[src/shared/cits_defs.svh]
`ifndef CITS_DEFS_SVH
`define CITS_DEFS_SVH

`define CITS_TRAP_VECTOR 16'h0000
`define CITS_NMI_VECTOR 16'h0066
`define CITS_OP_RST_MASK 8'hC7
`define CITS_OP_RST 8'hC7
`define CITS_OP_CALL 8'hCD
`define CITS_RST_TGT_MASK 8'h38
`define CITS_WAIT_FIELD_W 2
`define CITS_CLOCK_PERIOD_NS 10
`define CITS_RESET_LEAD_CLOCKS 5
`define CITS_WAIT_SETTLE 2'h3

`endif

[src/shared/cits_pkg.sv]
package cits_pkg;

    typedef enum logic [1:0] {
        CITS_REV_EARLY = 2'h0,
        CITS_REV_LATER = 2'h1
    } cits_rev_t;

    typedef struct packed {
        logic [7:0] opcode;
        logic irq_mode_bus;
        logic [1:0] ack_wait_sel;
    } cits_irq_cfg_t;

    typedef struct packed {
        logic push;
        logic [15:0] push_addr;
        logic jump;
        logic [15:0] jump_addr;
    } cits_ctl_out_t;

endpackage

[src/rtl/cits_sync.sv]
`timescale 1ns/1ps
module cits_sync
    import cits_pkg::*;
(
    input wire logic i_clock,
    input wire logic i_reset_n,
    input wire logic i_async,
    output logic o_sync
);
    typedef struct packed {
        logic s1;
        logic s2;
    } cits_sync_state_t;

    cits_sync_state_t state;
    cits_sync_state_t next_state;

    always_comb begin
        next_state = state;
        next_state.s1 = i_async;
        next_state.s2 = state.s1;
    end

    // Reset to high: inactive level for the active-low lines
    always_ff @(posedge i_clock or negedge i_reset_n) begin
        if (!i_reset_n) begin
            state <= 2'h3;
        end else begin
            state <= next_state;
        end
    end

    assign o_sync = state.s2;
endmodule

[src/rtl/cits_core.sv]
`timescale 1ns/1ps
`include "cits_defs.svh"
// Contract
// - In bus-instruction irq mode, execute opcode the peripheral drives during acknowledge.
// - Hold PC at return address during first acknowledge opcode fetch.
// - Restart opcode pushes unmodified return address, branches to restart target.
// - Call opcode advances PC per operand byte; pushed value is return plus 2.
// - Any other supplied opcode pushes nothing during acknowledge.
// - Two-bit wait field lengthens the maskable acknowledge cycle.
// - Early revision: reset released while external wait low fails to restart.
// - Reset low five clocks before wait low restarts correctly; the early revision here still locks whenever wait is low at release.
// - Reset during internal-only wait states restarts correctly.
// - Undefined opcode fetch raises trap vectoring to 0000H.
// - Early revision: falling nonmaskable edge in window vectors trap to 0066H.
// - Pending nonmaskable runs after one opcode at 0066H, vectoring there again.
// - Same conflict whether second or third opcode byte is undefined.
module cits_core
    import cits_pkg::*;
#(
    parameter cits_rev_t REVISION = CITS_REV_EARLY
) (
    input wire logic I_CLOCK,
    input wire logic I_RESET_N,
    input wire logic I_EXTERNAL_MASKABLE_IRQ_LINE_N,
    input wire logic I_NMI_N,
    input wire logic I_WAIT_N,
    input wire logic I_IRQ_MODE_BUS,
    input wire logic I_IRQ_ACK_WAIT_SEL_LO,
    input wire logic I_IRQ_ACK_WAIT_SEL_HI,
    input wire logic I_INT_ENABLE,
    input wire logic [7:0] I_DATA,
    input wire logic [15:0] I_PC,
    input wire logic I_FETCH_DONE,
    input wire logic I_UNDEF_OPCODE,
    input wire logic I_CRIT_WINDOW,
    input wire logic I_INT_WAIT_ACTIVE,
    output logic O_IRQ_ACK,
    output logic O_PC_HOLD,
    output logic O_PC_INC,
    output logic O_PUSH,
    output logic [15:0] O_PUSH_ADDR,
    output logic O_JUMP,
    output logic [15:0] O_JUMP_ADDR,
    output logic O_NMI_ACK,
    output logic O_TRAP_ACK,
    output logic O_RUNNING
);
    ////////////////////////////////////////////////////////////////////////////
    typedef enum logic [7:0] {
        ST_RUN = 8'h01,
        ST_ACK_WAIT = 8'h02,
        ST_ACK_FETCH = 8'h04,
        ST_OPND_LO = 8'h08,
        ST_OPND_HI = 8'h10,
        ST_VECTOR = 8'h20,
        ST_STUCK = 8'h40,
        ST_NMI_STEP = 8'h80
    } cits_state_t;

    typedef struct packed {
        cits_state_t fsm;
        logic [1:0] wait_cnt;
        logic [15:0] ret_addr;
        logic [7:0] opcode;
        logic [7:0] opnd_lo;
        logic nmi_prev;
        logic nmi_pending;
        logic [1:0] settle;
        logic push;
        logic [15:0] push_addr;
        logic jump;
        logic [15:0] jump_addr;
        logic nmi_ack;
        logic trap_ack;
        logic irq_ack;
    } cits_core_state_t;

    cits_core_state_t state;
    cits_core_state_t next_state;
    logic irq_n_s;
    logic nmi_n_s;
    logic wait_n_s;
    logic nmi_fall;
    logic is_rst;
    logic is_call;

    ////////////////////////////////////////////////////////////////////////////
    // Pins cross in through two flops each
    cits_sync u_sync_irq (
        .i_clock(I_CLOCK),
        .i_reset_n(I_RESET_N),
        .i_async(I_EXTERNAL_MASKABLE_IRQ_LINE_N),
        .o_sync(irq_n_s)
    );
    cits_sync u_sync_nmi (
        .i_clock(I_CLOCK),
        .i_reset_n(I_RESET_N),
        .i_async(I_NMI_N),
        .o_sync(nmi_n_s)
    );
    cits_sync u_sync_wait (
        .i_clock(I_CLOCK),
        .i_reset_n(I_RESET_N),
        .i_async(I_WAIT_N),
        .o_sync(wait_n_s)
    );

    ////////////////////////////////////////////////////////////////////////////
    assign nmi_fall = state.nmi_prev && !nmi_n_s;
    assign is_rst = (state.opcode & `CITS_OP_RST_MASK) == `CITS_OP_RST;
    assign is_call = state.opcode == `CITS_OP_CALL;

    always_comb begin
        next_state = state;
        next_state.push = 1'b0;
        next_state.jump = 1'b0;
        next_state.nmi_ack = 1'b0;
        next_state.trap_ack = 1'b0;
        next_state.irq_ack = 1'b0;
        next_state.nmi_prev = nmi_n_s;
        next_state.settle = (state.settle != 2'h0) ? state.settle - 2'h1 : 2'h0;
        if (nmi_fall) begin
            next_state.nmi_pending = 1'b1;
        end
        // Judged once the wait synchroniser has flushed its reset level
        if (state.settle == 2'h1 && REVISION == CITS_REV_EARLY && !wait_n_s) begin
            next_state.fsm = ST_STUCK;
        end else begin
            case (state.fsm)
                ST_RUN: begin
                    if (I_UNDEF_OPCODE && I_FETCH_DONE) begin
                        // Stack the undefined opcode address, either byte position
                        next_state.push = 1'b1;
                        next_state.push_addr = I_PC;
                        next_state.jump = 1'b1;
                        next_state.trap_ack = 1'b1;
                        if (REVISION == CITS_REV_EARLY && I_CRIT_WINDOW && nmi_fall) begin
                            next_state.jump_addr = `CITS_NMI_VECTOR;
                            next_state.fsm = ST_NMI_STEP;
                        end else begin
                            next_state.jump_addr = `CITS_TRAP_VECTOR;
                        end
                    end else if (state.nmi_pending && I_FETCH_DONE) begin
                        next_state.nmi_pending = nmi_fall;
                        next_state.nmi_ack = 1'b1;
                        next_state.push = 1'b1;
                        next_state.push_addr = I_PC;
                        next_state.jump = 1'b1;
                        next_state.jump_addr = `CITS_NMI_VECTOR;
                    end else if (!irq_n_s && I_INT_ENABLE && I_IRQ_MODE_BUS && I_FETCH_DONE) begin
                        next_state.ret_addr = I_PC;
                        next_state.wait_cnt = {I_IRQ_ACK_WAIT_SEL_HI, I_IRQ_ACK_WAIT_SEL_LO};
                        next_state.fsm = ST_ACK_WAIT;
                    end
                end
                ST_ACK_WAIT: begin
                    next_state.irq_ack = 1'b1;
                    if (state.wait_cnt == 2'h0 && wait_n_s) begin
                        next_state.fsm = ST_ACK_FETCH;
                    end else if (state.wait_cnt != 2'h0) begin
                        next_state.wait_cnt = state.wait_cnt - 2'h1;
                    end
                end
                ST_ACK_FETCH: begin
                    next_state.opcode = I_DATA;
                    next_state.fsm = ((I_DATA & `CITS_OP_RST_MASK) == `CITS_OP_RST
                        || I_DATA != `CITS_OP_CALL) ? ST_VECTOR : ST_OPND_LO;
                end
                ST_OPND_LO: begin
                    next_state.opnd_lo = I_DATA;
                    next_state.ret_addr = state.ret_addr + 16'h0001;
                    next_state.fsm = ST_OPND_HI;
                end
                ST_OPND_HI: begin
                    next_state.ret_addr = state.ret_addr + 16'h0001;
                    next_state.jump_addr = {I_DATA, state.opnd_lo};
                    next_state.push_addr = state.ret_addr + 16'h0001;
                    next_state.push = 1'b1;
                    next_state.jump = 1'b1;
                    next_state.fsm = ST_RUN;
                end
                ST_VECTOR: begin
                    if (is_rst) begin
                        next_state.push = 1'b1;
                        next_state.push_addr = state.ret_addr;
                        next_state.jump = 1'b1;
                        next_state.jump_addr = {8'h00, state.opcode & `CITS_RST_TGT_MASK};
                    end
                    // Other opcodes run through the normal path, nothing stacked
                    next_state.fsm = ST_RUN;
                end
                ST_NMI_STEP: begin
                    // One opcode at the vector runs before the pending request
                    if (I_FETCH_DONE) begin
                        next_state.fsm = ST_RUN;
                    end
                end
                ST_STUCK: begin
                    next_state.fsm = ST_STUCK;
                end
                default: begin
                    next_state.fsm = ST_RUN;
                end
            endcase
        end
    end

    ////////////////////////////////////////////////////////////////////////////
    // Synchronisers reset high, so the wait pin is only trusted on the third edge
    always_ff @(posedge I_CLOCK or negedge I_RESET_N) begin
        if (!I_RESET_N) begin
            state <= '0;
            state.fsm <= ST_RUN;
            state.nmi_prev <= 1'b1;
            state.settle <= `CITS_WAIT_SETTLE;
        end else begin
            state <= next_state;
        end
    end

    assign O_IRQ_ACK = state.irq_ack;
    assign O_PC_HOLD = state.fsm == ST_ACK_WAIT || state.fsm == ST_ACK_FETCH;
    assign O_PC_INC = state.fsm == ST_OPND_LO || state.fsm == ST_OPND_HI;
    assign O_PUSH = state.push;
    assign O_PUSH_ADDR = state.push_addr;
    assign O_JUMP = state.jump;
    assign O_JUMP_ADDR = state.jump_addr;
    assign O_NMI_ACK = state.nmi_ack;
    assign O_TRAP_ACK = state.trap_ack;
    assign O_RUNNING = state.fsm != ST_STUCK;
endmodule

[config.mk]
export PLATFORM = sky130hd
export DESIGN_NAME = cits_core
export DESIGN_NICKNAME = d
export VERILOG_FILES = /design/src/shared/cits_pkg.sv /design/src/rtl/cits_sync.sv /design/src/rtl/cits_core.sv
export VERILOG_INCLUDE_DIRS = /design/src /design/src/shared
export SDC_FILE = /design/constraint.sdc
export NUM_CORES = 1
export LEC_CHECK = 0
export BUFFER_PORTS_ARGS = -buffer_cell sky130_fd_sc_hd__buf_2
export CORE_ASPECT_RATIO = 0.6
export CORE_MARGIN = 5
export CORE_UTILIZATION = 40
export DETAILED_ROUTE_END_ITERATION = 7
export SLEW_MARGIN = 15
export SYNTH_ARGS = -nofsm -noshare
export SYNTH_HDL_FRONTEND = slang
export SYNTH_HIERARCHICAL = 1
export SYNTH_SLANG_ARGS = --single-unit
export TNS_END_PERCENT = 10
[constraint.sdc]
create_clock -name I_CLOCK -period 2.6 [get_ports I_CLOCK]
set_clock_uncertainty 0.1 [all_clocks]
set_input_delay 0.26 -clock I_CLOCK [delete_from_list [all_inputs] [get_ports I_CLOCK]]
set_output_delay 0.26 -clock I_CLOCK [all_outputs]
set_load 0.02 [all_outputs]
======== Word-level counts from Yosys, hierarchy flattened ========
Index checks and enable logic that the tools add are counted.
Widths: inputs -> output; s select.
storage, ports and cells
  register bits ........................... 89
  word-level logic and storage cells ...... 108
  bits of input ports ..................... 37
cells by class
  reductions and logical operators ........ 28
  muxes and demuxes ....................... 30
  bitwise gates (word level) .............. 1
  add/sub/neg operators ................... 3
  eq/ne operators ......................... 25
operators by type and width
  cell                   number
  $pmux 34 s3            1
  $mux 34                2
  $mux 26                2
  $pmux 8 s6             1
  $mux 8                 5
  $mux 37                1
  $mux 35                1
  $pmux 16 s2            1
  $mux 18                1
  $add 16x1->16 const B  1
  $ne 2x2->1 const B     6
  $ne 4x4->1 const B     3
  $eq 5x5->1 const B     2
  $reduce_and 5->1       2
  $logic_and 1x1->1      9
  $ne 3x3->1 const B     3
  $eq 8x1->1 const B     1
  $eq 8x2->1 const B     1
  $eq 8x3->1 const B     1
  $eq 8x4->1 const B     1
  $eq 8x5->1 const B     1
  $eq 8x6->1 const B     1
  $eq 8x7->1 const B     1
  $eq 8x8->1 const B     1
  19 further kinds       38

======== Logic depth before layout (Yosys ltp) ========
  depth in word-level cells ............... 9
  gate-level depth with buffers ........... 9
  mapped depth without buffers ............ 6

======== Modules after synthesis ========
The synthesis kept the hierarchy.
by module, submodules not included
  module     instances  area each (um^2)  seq. area each (um^2)  cells an instance
  cits_core  1          4573.1            2057.0                 490
  cits_sync  3          52.6              52.6                   2

======== Least setup slack after synthesis ========
OpenSTA, ideal clock, no wires.
  path kind ............................... flip-flop to flip-flop
  start ................................... reg state[77] in the netlist's numbering
  end ..................................... reg state, in the netlist O_PUSH_ADDR[13]
  arrival time ............................ 2.084 ns
  data required time ...................... 2.375 ns
  path slack .............................. 0.291 ns
  setup time .............................. 0.125 ns
  stages on the path, launching flop included .. 8
  cell sequence ........................... dfrtp_1 buf_2 or4_4 nor3_4 nor3_1 or2_1 buf_4 mux2_4
between the ends
  word-level cells in the longest chain between the ends .. 3
  elaborated cells between the ends (all ways) .. 8
ends and longest elaborated chain
  item                                                line              RTL
  from (decl)                                         cits_core.sv:78   cits_core_state_t state;
  from (signal assigned)                              cits_core.sv:217  state <= next_state;
  $eq 8x1->1, or another cell as far along            cits_core.sv:129  case (state.fsm)
  $ne 3x3->1 (no line), or another cell as far along  n/a
  $reduce_and 4->1 (no line)                          n/a
Parallel ways exist; a longest one is shown, timed or not.
A chain may end at the register's enable or synchronous reset.

======== Worst setup path after layout ========
  start ................................... reg state[75] in the netlist's numbering
  end ..................................... reg state[67] in the netlist's numbering
between the ends
  word-level cells in the longest chain between the ends .. 4
  elaborated cells between the ends (all ways) .. 10
ends and longest elaborated chain
  item                                      line
  $eq 8x4->1 or $eq 8x5->1 (tied branches)  cits_core.sv:129
  $reduce_or 2->1 (no line)                 n/a
  $reduce_bool 2->1 (no line)               n/a
  $reduce_and 5->1 (no line)                n/a
Parallel ways exist; a longest one is shown, timed or not.

==> metrics.txt <==
largest net degree at the start of global routing 41; drt pass-1 iters 5; LEAKAGE 2.439 nW; commonest non-fill, non-tap cell in the layout dfrtp_1; EDFF count, synth 0; Remaining DRCs 0; reg2reg start state[75]; Main synth FF type dfrtp_1; Total GRT Usage 0.1852; relative slew slack 0.6171; vias in the first global route 3971; Synth area leader dfrtp_1; Syn Nets 535; number of cells on the worst reg-to-reg path 6; Max VDD drop 0.3745 mV; crit start category register; status finished, final reports clean; RSZ-0062 raised after global routing false; fraction of post-synthesis cell area in the top cell type by area 0.4126; grt total ovfl 0; top cells by area, synth dfrtp_1 41%, dfstp_2 5.6%, buf_4 5.4%; fmax 401.9 MHz; DP Area 0.005131 mm^2; Area Overhead vs Synth 15.42%; Max FO, Critical Path 16; library cells used by synthesis 65; core region area 0.01145 mm^2; die width 150.4 um; worst hold path class in -> reg; Avg Cell Area, Syn 9.538 um^2; Root Driver clkbuf_16; initial antenna violation count 0; final instance area 0.005460 mm^2; H-Tree Depth 3; CTS tree done; Post-Synth XOR/XNOR Area 0.01111; Reg2Reg Capture Point state[67]; share of flip-flops with an asynchronous set or reset 1.000; PwrDens 833.8 mW/mm^2; most frequent cells in the layout 78 x dfrtp_1, 74 x buf_2, 43 x o21ai_1; Ys Warns 6; Final Hold Vio Count 0; boundary pin count 77; Post-DRT Antenna Nets 0; global placer's final weighted congestion 0.8532; largest family of logic cells by synthesized area compound AO/OA/AOI/OAI gates; Vias 4049; Tmin final 2488 ps; MaxCap Viol Count 0; TritonCTS Sinks 88; worst setup path class reg -> reg; Longest Clk Path Bufs 2; layout cells sized above 1 0.2852; filler cell count 1098; Tcrit/Tclk final 0.9569; initial core utilization 0.4132; clk_lat worst skew 350 ps; # diodes 0; Synth Area in Compound Gates 0.1931; HPWL Detailed 9251 um; Slew @ Worst Pin 569.1 ps; # setup viols final 0; Cell Area, Synth 0.004731 mm^2; die footprint 0.01417 mm^2; total negative slack 0 ps; PortBufs 75; hold endpoint O_NMI_ACK; R2R Setup Slk 110 ps; Final Net Count 588; num rows 30; total CTS buffers 9; via/cell ratio 5.671; DR WL/cell 17.55 um; Post-Syn Instances 496; first-pass GRT wire length 20580 um; die height 94.24 um; Hold Path Stages 2; Data arrival, critical path 2640 ps; final wirelength 12530 um; Worst EP required 2750 ps; Min Hold Slack 62.28 ps; fin. max-slew vios 0; sequential fraction of the synthesis area 0.4681; Synth Area in Simple Gates 0.1780; Iter 0 DRT Violations 333; Clock Pin Slew Worst Setup and Hold Paths 70 ps; share of synthesized area spent on multiplexers 0.05316; Synth Area in Adders 0.005290; critical path capture point type register; Yosys reg bits 88; hold_sp I_UNDEF_OPCODE
==> cells in the mapped netlist (2+ instances only) <==
library cell,n
mux2_2,17
a32o_1,2
clkbuf_1,16
inv_1,11
nor4b_1,3
o21ai_0,36
buf_2,9
a22oi_1,8
nor2b_1,3
a21oi_1,25
a221oi_1,7
nand2_1,37
dfstp_2,10
buf_4,34
and3_1,5
or2_1,2
buf_6,2
nor3_1,15
a222oi_1,2
o21ai_1,44
a21o_1,4
nor2_1,24
o22ai_1,3
nor4_1,7
and4b_1,2
a31oi_1,2
nor3b_1,2
nand4b_1,2
nand4_1,4
nand3_1,20
a22o_1,5
nand3b_1,6
or4_1,3
nand2b_1,2
and2_1,4
a211oi_1,2
ha_1,2
xnor2_1,4
xor2_1,2
a2bb2oi_1,3
mux2_4,4
dfrtp_1,78
==> metrics by stage <==
step / util / setup WS, ps / power [mW] / cells
after global routing: 0.4769 / 14.80 / 4.852 / 714
after floorplan: - / 291.1 / 3.069 / 496
after global placement: 0.4482 / 181.2 / 3.282 / 694
after detailed placement: 0.4482 / 95.77 / 3.331 / 694
after CTS: 0.4762 / 68.33 / 4.592 / 714
final: 0.4769 / 112.0 / 4.553 / 714
==> kinds of logic (layout without fill, tap and decap cells) <==
| group | after synthesis | count (layout) |
|---|---|---|
| adder cells (fa/ha/maj) | 2 | 2 |
| multiplexers | 21 | 21 |
| AND/OR/NAND/NOR | 153 | 153 |
| AO/OA/AOI/OAI | 152 | 152 |
| flip-flops | 88 | 88 |
| XOR/XNOR | 6 | 6 |
| buffers and inverters | 74 | 132 |
==> registers in the layout, summed over array words and instances, names as in the netlist <==
register and count:
u_sync_wait/next_state 1, O_JUMP 1, u_sync_nmi/o_sync 1, O_IRQ_ACK 1, O_TRAP_ACK 1, O_PUSH_ADDR 16, O_JUMP_ADDR 16, u_sync_irq/next_state 1
u_sync_nmi/next_state 1, state 46, O_NMI_ACK 1, u_sync_wait/o_sync 1, u_sync_irq/o_sync 1
==> metal layers <==
metal / wire length [um] / track usage / up-vias
li1: - / - / 1891
met1: 6213 / 0.2759 / 1972
met2: 5376 / 0.2713 / 170
met3: 818 / 0.04484 / 16
met4: 121 / 0.03881 / 0
met5: 0 / 0 / -
==> area by class of cell <==
class	count	area, um^2	share of cell area
flip-flops and latches	88	2215	0.4056
multi-input cells	334	2098	0.3843
repair buffers	104	621.8	0.1139
clock buffers	9	225.2	0.04125
well taps	160	200.2	0.03666
clock inverters	7	55.05	0.01008
inverters	12	45.04	0.008249
==> report_power, final <==
part | total, mW | internal, mW | switching (mW)
Combinational | 1.34 | 0.525 | 0.813
Sequential | 1.97 | 1.68 | 0.292
Clock | 1.24 | 0.660 | 0.581
==> worst max-delay path by stage <==
stage                   start         endpoint  slack (ps)  cells past startpoint
floorplan           state[77]  O_PUSH_ADDR[13]         290                      7
global placement    state[75]  O_PUSH_ADDR[12]         180                      7
detailed placement  state[75]        state[67]         100                      6
CTS                 state[75]        state[67]          70                      6
global route        state[75]        state[65]          10                      6
finish              state[75]        state[67]         110                      6
==> worst max-delay path, cell delays in order, from the launching register on <==
cell       delay, ps
dfstp_2          590
or4b_4           510
nand4bb_2        360
a21oi_2          250
buf_4            250
o21ai_0          130
a22oi_1          190
==> repair_timing <==
item | in CTS | in global routing
hold buffers | 4 | 0
endpoints found under the hold margin | 41 | 0
gates resized for setup | 0 | 2
buffers inserted | 0 | 0
endpoints found under the setup margin | 0 | 4
(Power assumes the default switching activity.)
